### config.mk
export PLATFORM = sky130hd
export DESIGN_NAME = trm_monitor
export DESIGN_NICKNAME = d
export VERILOG_FILES = /design/src/trm_pkg.sv /design/src/trm_monitor.sv
export SDC_FILE = /design/constraint.sdc
export NUM_CORES = 1
export LEC_CHECK = 0
export ABC_AREA = 1
export BUFFER_PORTS_ARGS = -buffer_cell sky130_fd_sc_hd__buf_2
export CORE_AREA = 2 2 203 165
export DETAILED_ROUTE_END_ITERATION = 16
export DIE_AREA = 0 0 205 167
export PLACE_DENSITY = 0.72
export SYNTH_ARGS = -nofsm -noshare
export SYNTH_HDL_FRONTEND = slang
export SYNTH_SLANG_ARGS = --single-unit
### constraint.sdc
create_clock -name pclk -period 4.19 [get_ports pclk]
set_input_delay 0.6285 -clock pclk [delete_from_list [all_inputs] [get_ports pclk]]
set_output_delay 0.6285 -clock pclk [all_outputs]
set_load 0.05 [all_outputs]
### src/trm_pkg.sv
// package of constants and types for the temperature rise and exchanger limit monitor
package trm_pkg;

  // ------------------------------------------------------------
  // bus and register map
  // ------------------------------------------------------------
  localparam logic [7:0] ADDR_CTRL = 8'h00;
  localparam logic [7:0] ADDR_RATE = 8'h04;
  localparam logic [7:0] ADDR_XSET = 8'h08;
  localparam logic [7:0] ADDR_DLY = 8'h0C;
  localparam logic [7:0] ADDR_RETRY = 8'h10;
  localparam logic [7:0] ADDR_STAT = 8'h14;
  localparam logic [7:0] ADDR_CMD = 8'h18;

  // ctrl field positions
  localparam int CTRL_OUT_EN = 0;
  localparam int CTRL_XR_EN = 1;
  localparam int CTRL_XH_EN = 2;
  localparam int CTRL_RISE_RSP = 4;
  localparam int CTRL_XH_RSP = 6;
  localparam int CTRL_CONN = 8;
  // cmd bits
  localparam int CMD_CLR_LOCK = 0;
  localparam int CMD_CLR_RETRY = 1;

  // ------------------------------------------------------------
  // encodings
  // ------------------------------------------------------------
  typedef enum logic [1:0]
  {
    RSP_LOCKOUT = 2'b00,
    RSP_RECYCLE = 2'b01,
    RSP_RETRY = 2'b10
  } trm_rsp_t;

  localparam logic [2:0] CONN_10K_SINGLE = 3'h1;
  localparam logic [2:0] CONN_12K_SINGLE = 3'h2;
  // value meaning "none" for rate limit and setpoint
  localparam logic [15:0] LIMIT_NONE = 16'hFFFF;

  // ------------------------------------------------------------
  // timing
  // ------------------------------------------------------------
  localparam longint CLK_HZ = 10000000;
  localparam longint SAMPLE_MS = 1000;
  localparam longint PERSIST_S = 4;
  localparam longint SAMPLE_CYC = CLK_HZ * SAMPLE_MS / 1000;
  localparam logic [3:0] PERSIST_SAMPLES =
    4'(PERSIST_S * 1000 / SAMPLE_MS);
  localparam longint DLY_UNIT_CYC = CLK_HZ;

  typedef enum logic [1:0]
  {
    ST_RUN = 2'b00,
    ST_HOLD = 2'b01,
    ST_LOCK = 2'b10
  } trm_state_t;

endpackage

### src/trm_monitor.sv
// rise rate and exchanger high limit supervisor with apb registers
//
// The placing of the registers and the APB register port were left to the implementer.
`timescale 1ns/1ps
module trm_monitor
#(
  parameter longint SAMPLE_CYCLES = trm_pkg::SAMPLE_CYC,
  parameter longint DELAY_UNIT = trm_pkg::DLY_UNIT_CYC
)
(
  input wire logic pclk,
  input wire logic presetn,
  input wire logic psel,
  input wire logic penable,
  input wire logic pwrite,
  input wire logic [7:0] paddr,
  input wire logic [31:0] pwdata,
  output logic [31:0] prdata,
  output logic pready,
  output logic pslverr,
  input wire logic [15:0] outlet_temp_input,
  input wire logic [15:0] exchanger_temp_input,
  input wire logic [15:0] stack_temp_input,
  output logic lockout,
  output logic standby_hold,
  output logic recycle_pulse
);
  import trm_pkg::*;

  // ------------------------------------------------------------
  // state
  // ------------------------------------------------------------
  typedef struct packed
  {
    logic [31:0] ctrl;
    logic [15:0] rate;
    logic [15:0] xset;
    logic [15:0] rise_dly;
    logic [15:0] xh_dly;
    logic [7:0] rise_n;
    logic [7:0] xh_n;
    logic [31:0] rdata;
    logic slverr;
    logic ready;
    logic [31:0] samp_cnt;
    logic [15:0] prev_out;
    logic [15:0] prev_x;
    logic primed;
    logic [3:0] pers_cnt;
    logic [7:0] rise_tries;
    logic [7:0] xh_tries;
    logic [31:0] unit_cnt;
    logic [15:0] hold_cnt;
    logic [3:0] cause;
    trm_state_t st;
    logic recycle;
    logic lock;
    logic hold;
  } trm_st_t;

  trm_st_t s_q;
  trm_st_t s_d;

  // ------------------------------------------------------------
  // combinational helpers
  // ------------------------------------------------------------
  logic acc;
  logic wr;
  logic tick;
  logic [15:0] d_out;
  logic [15:0] d_x;
  logic out_over;
  logic x_over;
  logic rate_over;
  logic conn_ok;
  logic conn_need;
  logic rise_evt;
  logic xh_evt;
  trm_rsp_t rise_rsp;
  trm_rsp_t xh_rsp;
  logic out_chk;
  logic x_chk;
  logic rise_lock;
  logic xh_lock;

  // ------------------------------------------------------------
  // combinational next state
  // ------------------------------------------------------------
  always_comb
  begin
    s_d = s_q;
    s_d.recycle = 1'b0;
    acc = psel && penable;
    wr = acc && pwrite;
    rise_rsp = trm_rsp_t'(s_q.ctrl[CTRL_RISE_RSP +: 2]);
    xh_rsp = trm_rsp_t'(s_q.ctrl[CTRL_XH_RSP +: 2]);

    // ----------------------------------------------------------
    // apb read side
    // ----------------------------------------------------------
    // bus: zero wait, pready high in the access phase
    s_d.ready = psel && !penable;
    s_d.slverr = 1'b0;
    s_d.rdata = 32'h0;
    if (psel && !penable)
    begin
      unique case (paddr)
        ADDR_CTRL: s_d.rdata = s_q.ctrl;
        ADDR_RATE: s_d.rdata = {16'h0, s_q.rate};
        ADDR_XSET: s_d.rdata = {16'h0, s_q.xset};
        ADDR_DLY: s_d.rdata = {s_q.xh_dly, s_q.rise_dly};
        ADDR_RETRY: s_d.rdata = {16'h0, s_q.xh_n, s_q.rise_n};
        ADDR_STAT: s_d.rdata = {8'h0, s_q.xh_tries, s_q.rise_tries,
                                2'h0, s_q.cause, s_q.st};
        ADDR_CMD: s_d.rdata = 32'h0;
        default: s_d.slverr = 1'b1;
      endcase
    end

    // ----------------------------------------------------------
    // apb write side
    // ----------------------------------------------------------
    // registers only change at the committing access edge
    if (wr && s_q.ready)
    begin
      unique case (paddr)
        ADDR_CTRL: s_d.ctrl = {22'h0, pwdata[9:0]};
        ADDR_RATE: s_d.rate = pwdata[15:0];
        ADDR_XSET: s_d.xset = pwdata[15:0];
        ADDR_DLY:
        begin
          s_d.rise_dly = pwdata[15:0];
          s_d.xh_dly = pwdata[31:16];
        end
        ADDR_RETRY:
        begin
          s_d.rise_n = pwdata[7:0];
          s_d.xh_n = pwdata[15:8];
        end
        default:
        begin
          // status is read only; commands act further down
        end
      endcase
    end

    // ----------------------------------------------------------
    // rise rate
    // ----------------------------------------------------------
    // rate sampling on a fixed interval
    tick = (s_q.samp_cnt == 32'(SAMPLE_CYCLES - 1));
    s_d.samp_cnt = tick ? 32'h0 : s_q.samp_cnt + 32'h1;
    // one sample per second so the difference is degrees per second
    d_out = outlet_temp_input - s_q.prev_out;
    d_x = exchanger_temp_input - s_q.prev_x;
    // falling temperature wraps high; signed test rejects it
    out_over = !d_out[15] && (d_out > s_q.rate);
    x_over = !d_x[15] && (d_x > s_q.rate);
    // each input only counts while its own detection is enabled
    out_chk = s_q.ctrl[CTRL_OUT_EN] && out_over;
    x_chk = s_q.ctrl[CTRL_XR_EN] && x_over;
    rate_over = s_q.primed && (s_q.rate != LIMIT_NONE)
      && (out_chk || x_chk);
    rise_evt = 1'b0;
    if (tick)
    begin
      s_d.prev_out = outlet_temp_input;
      s_d.prev_x = exchanger_temp_input;
      // the first sample only primes the history
      s_d.primed = 1'b1;
      if (!rate_over)
        s_d.pers_cnt = 4'h0;
      else if (s_q.pers_cnt == PERSIST_SAMPLES - 4'h1)
      begin
        s_d.pers_cnt = 4'h0;
        rise_evt = 1'b1;
      end
      else
        s_d.pers_cnt = s_q.pers_cnt + 4'h1;
    end

    // ----------------------------------------------------------
    // exchanger limit and connector
    // ----------------------------------------------------------
    xh_evt = s_q.ctrl[CTRL_XH_EN] && (s_q.xset != LIMIT_NONE)
      && (exchanger_temp_input >= s_q.xset);

    // stack split into two single sensors needs a single-type connector
    conn_ok = (s_q.ctrl[CTRL_CONN +: 3] == CONN_10K_SINGLE)
      || (s_q.ctrl[CTRL_CONN +: 3] == CONN_12K_SINGLE);
    conn_need = s_q.ctrl[CTRL_XR_EN] || s_q.ctrl[CTRL_XH_EN];

    // ----------------------------------------------------------
    // delay timer
    // ----------------------------------------------------------
    // delay unit counter, seconds
    // free running; a new hold restarts it so the first second is whole
    s_d.unit_cnt = s_q.unit_cnt + 32'h1;
    if (s_q.unit_cnt == 32'(DELAY_UNIT - 1))
      s_d.unit_cnt = 32'h0;

    // ----------------------------------------------------------
    // response selection
    // ----------------------------------------------------------
    // a retry limit of zero behaves as a plain lockout
    xh_lock = (xh_rsp == RSP_LOCKOUT) || (xh_rsp == 2'b11)
      || (xh_rsp == RSP_RETRY && s_q.xh_tries >= s_q.xh_n);
    rise_lock = (rise_rsp == RSP_LOCKOUT) || (rise_rsp == 2'b11)
      || (rise_rsp == RSP_RETRY && s_q.rise_tries >= s_q.rise_n);

    // ----------------------------------------------------------
    // supervisor state machine
    // ----------------------------------------------------------
    unique case (s_q.st)
      ST_RUN:
      begin
        if (conn_need && !conn_ok)
        begin
          s_d.st = ST_LOCK;
          s_d.cause = 4'h1;
        end
        else if (xh_evt)
        begin
          // limit 0 acts as lockout; count reaching n locks out
          if (xh_lock)
          begin
            s_d.st = ST_LOCK;
            s_d.cause = 4'h3;
          end
          else
          begin
            if (xh_rsp == RSP_RETRY)
              s_d.xh_tries = s_q.xh_tries + 8'h1;
            s_d.st = ST_HOLD;
            s_d.recycle = 1'b1;
            s_d.hold_cnt = s_q.xh_dly;
            s_d.unit_cnt = 32'h0;
            s_d.cause = 4'h4;
          end
        end
        else if (rise_evt)
        begin
          if (rise_lock)
          begin
            s_d.st = ST_LOCK;
            s_d.cause = 4'h2;
          end
          else
          begin
            if (rise_rsp == RSP_RETRY)
              s_d.rise_tries = s_q.rise_tries + 8'h1;
            s_d.st = ST_HOLD;
            s_d.recycle = 1'b1;
            s_d.hold_cnt = s_q.rise_dly;
            s_d.unit_cnt = 32'h0;
            s_d.cause = 4'h5;
          end
        end
      end
      ST_HOLD:
      begin
        // a bad connector setting may not wait out the delay
        if (conn_need && !conn_ok)
        begin
          s_d.st = ST_LOCK;
          s_d.cause = 4'h1;
        end
        // standby until the delay runs out
        else if (s_q.hold_cnt == 16'h0)
          s_d.st = ST_RUN;
        else if (s_q.unit_cnt == 32'(DELAY_UNIT - 1))
          s_d.hold_cnt = s_q.hold_cnt - 16'h1;
        s_d.pers_cnt = 4'h0;
      end
      ST_LOCK:
      begin
        // nothing builds up while locked out
        s_d.pers_cnt = 4'h0;
      end
      default:
      begin
        s_d.st = ST_LOCK;
      end
    endcase

    // ----------------------------------------------------------
    // software commands
    // ----------------------------------------------------------
    // software commands; lockout is only left by the clear-lock command
    if (wr && s_q.ready && paddr == ADDR_CMD)
    begin
      if (pwdata[CMD_CLR_LOCK] && s_q.st == ST_LOCK)
      begin
        s_d.st = ST_RUN;
        s_d.cause = 4'h0;
      end
      if (pwdata[CMD_CLR_RETRY] && s_d.st != ST_HOLD)
      begin
        s_d.rise_tries = 8'h0;
        s_d.xh_tries = 8'h0;
      end
    end

    // ----------------------------------------------------------
    // pin flops
    // ----------------------------------------------------------
    // pins come from their own flops so no state decode reaches them
    s_d.lock = (s_d.st == ST_LOCK);
    s_d.hold = (s_d.st == ST_HOLD);
  end

  // ------------------------------------------------------------
  // registers
  // ------------------------------------------------------------
  always_ff @(posedge pclk or negedge presetn)
  begin
    if (!presetn)
      s_q <= '{st: ST_LOCK, lock: 1'b1, rate: LIMIT_NONE,
               xset: LIMIT_NONE, default: '0};
    else
      s_q <= s_d;
  end

  assign prdata = s_q.rdata;
  assign pready = s_q.ready;
  assign pslverr = s_q.slverr;
  assign lockout = s_q.lock;
  assign standby_hold = s_q.hold;
  assign recycle_pulse = s_q.recycle;

endmodule // trm_monitor

After elaboration in Yosys (flattened, before gate mapping)
Index checks and enable logic that the tools add are counted.

Flip-flop bits (word level): 266. Output and inout port bits: 37. Bits in writable memories: 0. Bits in latches: 0. ROM bits: 0. Word-level logic and storage cells: 157. Memories: 0.

Bitwise gates (word level): 0. $add $sub $neg: 8. Order comparisons: 5. Shift operators: 0. Mux-type cells: 47. Eq/ne operators: 29. Reduce and logical (&&, ||, !) cells: 44. Div/mod/pow operators: 0. Multipliers: 0.

Operators by type and width (count): $mux W56 (4); $pmux W32 S6 (1); $mux W55 (2); $mux W48 (2); $mux W16 (5); $add A32 B1 Y32 const B (2); $eq A32 B24 Y1 const B (2); $mux W32 (2); $mux W64 (1); $mux W8 (6); $pmux W20 S2 (1); $mux W33 (1); $gt A16 B16 Y1 (2); $ne A16 B16 Y1 const B (2); $sub A16 B16 Y16 (2); $eq A8 B5 Y1 const B (3); $mux W6 (4); $mux W4 (5); $logic_and A1 B1 Y1 (18); $add A8 B1 Y8 const B (2); $eq A8 B4 Y1 const B (2); $ge A16 B16 Y1 (1); $ge A8 B8 Y1 (2); $logic_not A16 Y1 (1); 22 further kinds (60).

Logic depth before layout (Yosys ltp)
Gate-level depths: netlist (run 1).

Word-level depth: 18. Depth in mapped cells: 33. Mapped depth without buffers: 32.

Worst setup path before layout (run 1)
OpenSTA, ideal clock, no wires.

Path type: input port to flip-flop. From: input port exchanger_temp_input[0]. To: register s_q[63] (netlist bit). Data arrival time: 4.332 ns. Path slack: -0.267 ns. Setup time: 0.124 ns. Stages: 33. Path through: inv_1 > ha_1 > fa_1 > o21ai_0 > a21oi_1 > o21bai_1 > nand2_1 > nand2_1 > a21oi_1 > nor2_1 > o22ai_1 > o21ai_0 > xor2_1 > inv_1 > ha_1 > nand2_1 > nor2_1 > nand4_1 > inv_1 > nand2_1 > a21oi_1 > nand2_2 > nand2_4 > nand3_4 > nand2_1 > nand3_1 > nand2_1 > nand2_1 > nand2_2 > nor2_2 > nor2_4 > buf_12 > nor2_4.

RTL lines: from (decl) (RTL line trm_monitor.sv:22) `input wire logic [15:0] exchanger_temp_input,`; to (signal assigned) (RTL line trm_monitor.sv:318) `s_q <= '{st: ST_LOCK, lock: 1'b1, rate: LIMIT_NONE,`; to (decl) (RTL line trm_monitor.sv:61) `trm_st_t s_q;`.

Worst setup path in the final report (run 1)
From: register s_q[94] (netlist bit). To: register s_q[21] (netlist bit).

Cells in the longest elaborated chain, start to end: 10. Elaborated cells between the ends (all ways): 11. Classes of those cells: add/sub (1); order compare (1); eq/ne (1); mux (2); reduce/logical (6).

Ends and longest elaborated chain: $sub A16 B16 Y16 * (RTL line trm_monitor.sv:154) `d_out = outlet_temp_input - s_q.prev_out;`; $gt A16 B16 Y1 / $logic_not A1 Y1 (equally long branches) (RTL line trm_monitor.sv:157) `out_over = !d_out[15] && (d_out > s_q.rate);`; $logic_and A1 B1 Y1 * (RTL line trm_monitor.sv:157); $logic_and A1 B1 Y1 * (RTL line trm_monitor.sv:160) `out_chk = s_q.ctrl[CTRL_OUT_EN] && out_over;`; $logic_or A1 B1 Y1 * (RTL line trm_monitor.sv:163) `&& (out_chk || x_chk);`; $logic_and A1 B1 Y1 * (RTL line trm_monitor.sv:163); $mux W1 * (RTL line trm_monitor.sv:171) `if (!rate_over)`; $mux W1 * (RTL line trm_monitor.sv:165) `if (tick)`; $ne A3 B3 Y1 (no line) *; $reduce_and A8 Y1 (no line) *.

Every way passes the cells marked *; elsewhere a longest branch is shown, timed or not. A chain may end at the register's enable or synchronous reset.

==> results.py, run 1 <==
metrics = {
    "outcome": {
        "status": "complete, but fails checks",
        "violations": "negative setup slack",
    },
    "layout": {
        "ff_latch_area_sq_um": 6700,
        "nFillCells": 2863,
        "syn_to_final_growth_pct": 15.4,
        "fin_nets": 2369,
        "multiInputGateArea_sq_um": 8110,
        "diodes": 0,
        "layoutNonFillerInstCount": 2617,
        "drive_above_1_share": 0.182,
        "final_util": 0.582,
    },
    "clock_tree": {
        "clockRootBuffer": "clkbuf_16",
        "cts_buffers": 29,
        "cts_tree": "built",
        "hold_buffers": 0,
        "clock-sinks": 266,
        "clock_path_buffers": 3,
        "clock_latency_ns": 0.58,
        "htree_num_levels": 1,
        "cts.clk_slew.worst_paths_ns": 0.06,
    },
    "timing": {
        "relSlewSlack": 0.349,
        "fin_crit_sh": 1.01,
        "maxSlewViolCount": 0,
        "setup_ws_ns": -0.0458,
        "finalHoldViolCount": 0,
        "finalSetupViolations": 19,
        "tns_ns": -0.271,
        "rsz0062_at_grt": "true",
        "finalClockSkew_ns": 0.0187,
        "worstMarginPinSlew_ns": 0.974,
        "period_needed_ns": 4.24,
        "fmax_mhz": 236,
    },
    "synth": {
        "ys_async_sr_fraction": 1.00,
        "synth_simple_gate_area_frac": 0.239,
        "synth-adder-area-share": 0.0849,
        "synth_edf_count": 0,
        "synth_compound_area_frac": 0.111,
        "yosys_register_bits": 266,
        "synthDistinctLibCells": 57,
        "muxShareOfSynthArea": 0.0111,
        "ys_warn_count": 0,
        "synth_area_sq_um": 16200,
        "synth_top_family_by_area": "simple AND/OR/NAND/NOR gates",
        "synth-main-ff-cell": "dfrtp_1",
        "synth_fp_nets": 2230,
        "seq_area_frac_synth": 0.413,
        "syn_inst": 2028,
        "synth_xor_area_frac": 0.0442,
        "synth_area_per_cell_sq_um": 8.01,
    },
    "drt": {
        "via_per_inst": 5.43,
        "drt_first_pass_iters": 6,
        "wl_per_cell_microns": 16.8,
        "initialDrtViolationCount": 1215,
        "post-route-drc-count": 0,
        "ant_nets": 0,
        "num_vias": 14222,
        "wl_microns": 43900,
    },
    "global_route": {
        "grtUsageTotal": 0.255,
        "antenna_found_initial": 0,
        "gr-total-overflow": 0,
        "first_global_vias": 13516,
        "grt_pass1_wl_microns": 70300,
        "grt_max_degree": 104,
    },
    "floorplanning": {
        "row_count": 59,
        "start_util": 0.504,
        "ioPinCount": 130,
        "core_area_sq_um": 32200,
        "dieArea_sq_um": 34200,
        "fp.dieH_microns": 167,
        "fp.dieW_microns": 205,
    },
    "power_and_ir_drop": {
        "power_switching_share": 0.249,
        "p_comb_frac": 0.106,
        "intPower_mw": 4.50,
        "finalPower_mw": 5.99,
        "vdd_ir_drop_max_mv": 0.331,
        "clkPwrFrac": 0.456,
        "seq_power_share": 0.437,
        "leakage_nw": 8.99,
        "power.density_nw_per_um2": 320,
        "p_switching_mw": 1.49,
    },
    "critical_path": {
        "path_class": "reg -> reg",
        "critPathSlowestCell": "dfrtp_1",
        "critPathMaxFanout": 5,
        "required_ns": 4.67,
        "critPathArrivalTime_ns": 4.72,
        "end_kind": "register",
        "critPathLaunchType": "register",
        "critPathMostFrequentCell": "nand2_1",
        "cp_slowest_stage_delay_ns": 0.38,
    },
    "place": {
        "post-dp-hpwl_microns": 32700,
        "dpl.cell_count": 2554,
        "place_ws_ns": -0.454,
        "gp_congestion": 0.924,
        "portBuffers": 113,
    },
    "run": {
        "cap_violations": 0,
    },
    "worst_hold_path": {
        "min_path_type": "in -> async",
    },
}
## cell type report
class                      instances  share of cell area
sequential                       266               0.357
timing repair buffer             187              0.0658
multi-input combinational       1384               0.433
inverter                         299              0.0609
clock inverter                    15              0.0102
clock buffer                      39              0.0445
tap                              427              0.0285
## per-stage QoR
stage	hold slack [ns]	instance area [sq um]
after detailed placement	0.455	17500
after global placement	0.443	17500
after floorplan	0.333	16300
after global routing	0.137	18700
after CTS	0.131	18500
final	0.0513	18700
## registers in the layout (all words and copies together), names as in the netlist
name and flops:
lockout 1, prdata 32, pready 1, pslverr 1, recycle_pulse 1, rise_rsp 2, s_q 227, standby_hold 1
## critical path: cells and delay by family, from the launching register on
family                     cells  cell delay (ns)
and+or+nand+nor               13             1.33
adders and majority gates      3             0.88
AOI/OAI and AO/OA              6             0.75
buffers and inverters          5             0.66
DFF                            1             0.38
xor gates and xnor gates       1             0.13
## metal layers
layer	GRT usage	vias up	wire [microns]
met5	0	-	0
met3	0.0356	66	2700
met4	0.0666	0	1180
met2	0.407	495	20200
met1	0.364	6768	19800
li1	-	6893	-
## power by group through the flow
stage	logic, mW	registers, mW	clock network [mW]
floorplan	0.376	2.66	0
global placement	0.600	2.66	0
detailed placement	0.627	2.66	0
CTS	0.631	2.62	2.77
global route	0.732	2.62	2.90
finish	0.638	2.62	2.73
## synthesized netlist by cell type, types with 18 or more instances
| library cell | number | share of area |
|---|---|---|
| dfstp_2 | 34 | 0.055 |
| ha_1 | 107 | 0.082 |
| nor2_1 | 187 | 0.043 |
| nand2_2 | 18 | 0.0069 |
| xor2_1 | 66 | 0.036 |
| nor4_1 | 20 | 0.0077 |
| a31oi_1 | 20 | 0.0077 |
| buf_4 | 33 | 0.015 |
| inv_1 | 285 | 0.066 |
| a21oi_1 | 115 | 0.035 |
| dfrtp_1 | 232 | 0.36 |
| nand3_1 | 80 | 0.025 |
| nand2_1 | 392 | 0.091 |
| clkbuf_1 | 36 | 0.0083 |
| nand4_1 | 48 | 0.018 |
| o21ai_0 | 133 | 0.041 |
| nor3_1 | 49 | 0.015 |
## worst paths after layout
path                            start       endpoint  depth (start not counted)  slack [ns]
min reg2reg                   s_q[25]        s_q[25]                          1        0.46
max reg2reg                   s_q[94]        s_q[21]                         28       -0.05
min in group pclk          pwdata[25]       s_q[201]                          2        0.28
max                           s_q[94]        s_q[21]                         28       -0.05
max in group asynchronous     presetn       s_q[226]                          2        3.06
min                           presetn  recycle_pulse                          1        0.05
## what timing repair did
item / CTS / global route
gates resized for setup: 0 / 36
pin swaps: 2 / 10
setup endpoints to repair: 8 / 72
cloned: 0 / 3
setup buffers: 0 / 6
## logic make-up (layout without fill, tap and decap cells)
logic type                 after synthesis  in the layout
buffers and inverters                  378            540
DFF                                    266            266
AOI/OAI and AO/OA                      331            331
and+or+nand+nor                        846            846
xor gates and xnor gates                82             82
muxes                                   16             16
adders and majority gates              109            109
## placed cells by master (no fill, tap or decap), types with 8 or more instances in the layout
| cell type | n |
|---|---|
| o21ai_1 | 12 |
| nand4_1 | 48 |
| a21oi_2 | 8 |
| a211oi_1 | 12 |
| ha_1 | 106 |
| nor2_4 | 16 |
| xor2_1 | 66 |
| clkbuf_16 | 31 |
| o31ai_1 | 8 |
| o21ai_0 | 127 |
| a31oi_1 | 20 |
| dfrtp_1 | 232 |
| nand3_1 | 77 |
| nand2_2 | 23 |
| nand2_1 | 386 |
| xnor2_1 | 16 |
| dfstp_2 | 34 |
| buf_4 | 64 |
| o22ai_1 | 13 |
| nor4_1 | 20 |
| nand3_2 | 8 |
| inv_1 | 283 |
| buf_2 | 113 |
| nor2_2 | 9 |
| nor3_1 | 48 |
| inv_2 | 11 |
| nor2_1 | 179 |
| mux2_2 | 16 |
| a21oi_1 | 110 |
(Power assumes the default switching activity.)
==> run 2, diff against run 1 <==
--- a/config.mk
+++ b/config.mk
@@ -10,7 +10,7 @@
 export CORE_AREA = 2 2 203 165
 export DETAILED_ROUTE_END_ITERATION = 16
 export DIE_AREA = 0 0 205 167
-export PLACE_DENSITY = 0.72
+export PLACE_DENSITY = 0.76
 export SYNTH_ARGS = -nofsm -noshare
 export SYNTH_HDL_FRONTEND = slang
 export SYNTH_SLANG_ARGS = --single-unit
==> constraint.sdc (replaced) <==
create_clock -name pclk -period 4.19 [get_ports pclk]
set_input_delay 0.2095 -clock pclk [delete_from_list [all_inputs] [get_ports pclk]]
set_output_delay 0.2095 -clock pclk [all_outputs]
set_load 0.05 [all_outputs]
==> run 2 against run 1 <==
Effect of this change: the flow still finishes with violations (negative setup slack); register-to-register slack about the same; utilization up 3.2 points; routed wire length up 6.0%; fmax down 0.27%; worst setup slack worse by 0.011 ns; count of clock-buffer cells in the layout up 5; cell count up 2.8%; global-route usage up 1.1 points; sequential share of layout area down 1.9 points; via count up 4.7%; highest routed layer unchanged.
==> results.py, run 2 (synthesized netlist as in run 1, its figures left out) <==
metrics = {
    "critical_path": {
        "critPathLaunchType": "register",
        "critPathMostFrequentCell": "buf_4",
        "path_class": "reg -> reg",
        "critPathArrivalTime_ns": 4.72,
        "end_kind": "register",
        "cp_slowest_stage_delay_ns": 0.41,
        "critPathMaxFanout": 8,
        "critPathSlowestCell": "dfrtp_1",
        "required_ns": 4.66,
    },
    "power_and_ir_drop": {
        "intPower_mw": 4.63,
        "seq_power_share": 0.424,
        "leakage_nw": 9.41,
        "power.density_nw_per_um2": 312,
        "p_switching_mw": 1.56,
        "finalPower_mw": 6.18,
        "p_comb_frac": 0.114,
        "power_switching_share": 0.252,
        "vdd_ir_drop_max_mv": 0.306,
        "clkPwrFrac": 0.463,
    },
    "layout": {
        "regMostFlops": "s_q",
        "fin_nets": 2439,
        "largest_reg_flops": 227,
        "final_common_cell": "nand2_1",
        "final_util": 0.615,
        "syn_to_final_growth_pct": 21.8,
        "layout_common_cells": "379 x nand2_1, 283 x inv_1, 232 x dfrtp_1, 159 x nor2_1, 119 x o21ai_0",
        "nFillCells": 2749,
        "drive_above_1_share": 0.207,
    },
    "place": {
        "place_ws_ns": -0.656,
        "gp_congestion": 0.937,
        "portBuffers": 113,
        "post-dp-hpwl_microns": 33200,
    },
    "global_route": {
        "grt_pass1_wl_microns": 73000,
        "first_global_vias": 14055,
        "grtUsageTotal": 0.266,
        "grt_max_degree": 127,
        "antenna_found_initial": 3,
        "gr-total-overflow": 0,
    },
    "timing": {
        "setup_ws_ns": -0.0573,
        "relSlewSlack": 0.304,
        "rsz0062_at_grt": "true",
        "fin_crit_sh": 1.01,
        "maxSlewViolCount": 0,
        "tns_ns": -0.736,
        "holdWs_ns": 0.0260,
        "worstMarginPinSlew_ns": 1.04,
        "finalHoldViolCount": 0,
        "finalClockSkew_ns": 0.0375,
        "period_needed_ns": 4.25,
        "fmax_mhz": 235,
        "finalSetupViolations": 27,
    },
    "run": {
        "cap_violations": 0,
    },
    "drt": {
        "initialDrtViolationCount": 1315,
        "wl_per_cell_microns": 17.3,
        "via_per_inst": 5.53,
        "ant_nets": 0,
        "post-route-drc-count": 0,
        "drt_first_pass_iters": 5,
        "wl_microns": 46500,
        "num_vias": 14885,
    },
    "clock_tree": {
        "cts_buffers": 30,
        "htree_num_levels": 1,
        "clockRootBuffer": "clkbuf_16",
        "cts_tree": "built",
        "clock_path_buffers": 3,
        "clock_latency_ns": 0.59,
        "clock-sinks": 266,
        "cts.clk_slew.worst_paths_ns": 0.06,
    },
    "floorplanning": {
        "start_util": 0.504,
        "core_area_sq_um": 32200,
        "fp.dieW_microns": 205,
        "row_count": 59,
        "dieArea_sq_um": 34200,
        "ioPinCount": 130,
        "fp.dieH_microns": 167,
    },
    "outcome": {
        "violations": "negative setup slack",
        "status": "complete, but fails checks",
    },
    "worst_hold_path": {
        "min_path_type": "in -> reg",
    },
}
-- run 2: cell types whose count changed in the layout (fill, tap and decap cells not counted), sizes merged --
cell / delta
buf: +14
clkbuf: +6
bufinv: -1
dlygate4sd3: +54
inv: -2
diode: +3
-- run 2: worst max-delay path, delay by kind of cell, from the launching register on --
kind	cells	cell delay (ns)
adders and majority gates	3	0.82
and+or+nand+nor	16	1.25
DFF	1	0.41
AOI/OAI and AO/OA	5	0.60
xor gates and xnor gates	1	0.18
buffers and inverters	7	0.87
-- run 2: through the flow --
step	cell area [sq um]	std cells
floorplan	16200	2028
global placement	17400	2554
detailed placement	17400	2554
CTS	19200	2674
global route	19800	2689
finish	19800	2691
-- run 2: power by group through the flow --
stage          logic (mW)  registers [mW]  clock network (mW)
2_1_floorplan       0.371            2.66                   0
3_3_place_gp        0.600            2.66                   0
3_5_place_dp        0.621            2.66                   0
4_1_cts             0.677            2.62                2.89
5_1_grt             0.794            2.62                3.00
6_report            0.702            2.62                2.86
-- run 2: path summary, 6_finish.rpt --
kind	startpoint	slack, ns	cells past startpoint	endpoint
max	s_q[78]	-0.06	32	s_q[62]
min	pwdata[3]	0.03	3	s_q[211]
max reg2reg	s_q[78]	-0.06	32	s_q[62]
min reg2reg	s_q[77]	0.47	2	s_q[77]
max in group asynchronous	presetn	2.74	3	s_q[236]
min in group asynchronous	presetn	0.31	2	recycle_pulse
-- run 2: layout make-up --
class                   instances  area (sq um)  share of cell area
diodes                          3          7.51            0.000379
clock buffers                  44           933              0.0472
clock inverters                12           159             0.00803
inverters                     299          1140              0.0577
multi-input cells            1384          8370               0.423
flip-flops and latches        266          6700               0.339
well taps                     427           534              0.0270
repair buffers                256          1940              0.0982
-- run 2: timing repair --
action,4_1_cts,5_1_grt
resized for setup,14,126
pin swaps,6,28
setup buffers,9,9
gates cloned,1,5
endpoints found under the setup margin,71,73
endpoints found under the hold margin,187,0
hold buffers,54,0
-- run 2: layer usage --
metal / vias to the layer above / share of wire / track usage / routed length [microns]
met2: 616 / 0.44 / 0.405 / 20700
met5: - / 0 / 0 / 0
li1: 7033 / - / - / -
met3: 79 / 0.089 / 0.0583 / 4120
met1: 7157 / 0.44 / 0.383 / 20600
met4: 0 / 0.024 / 0.0723 / 1090
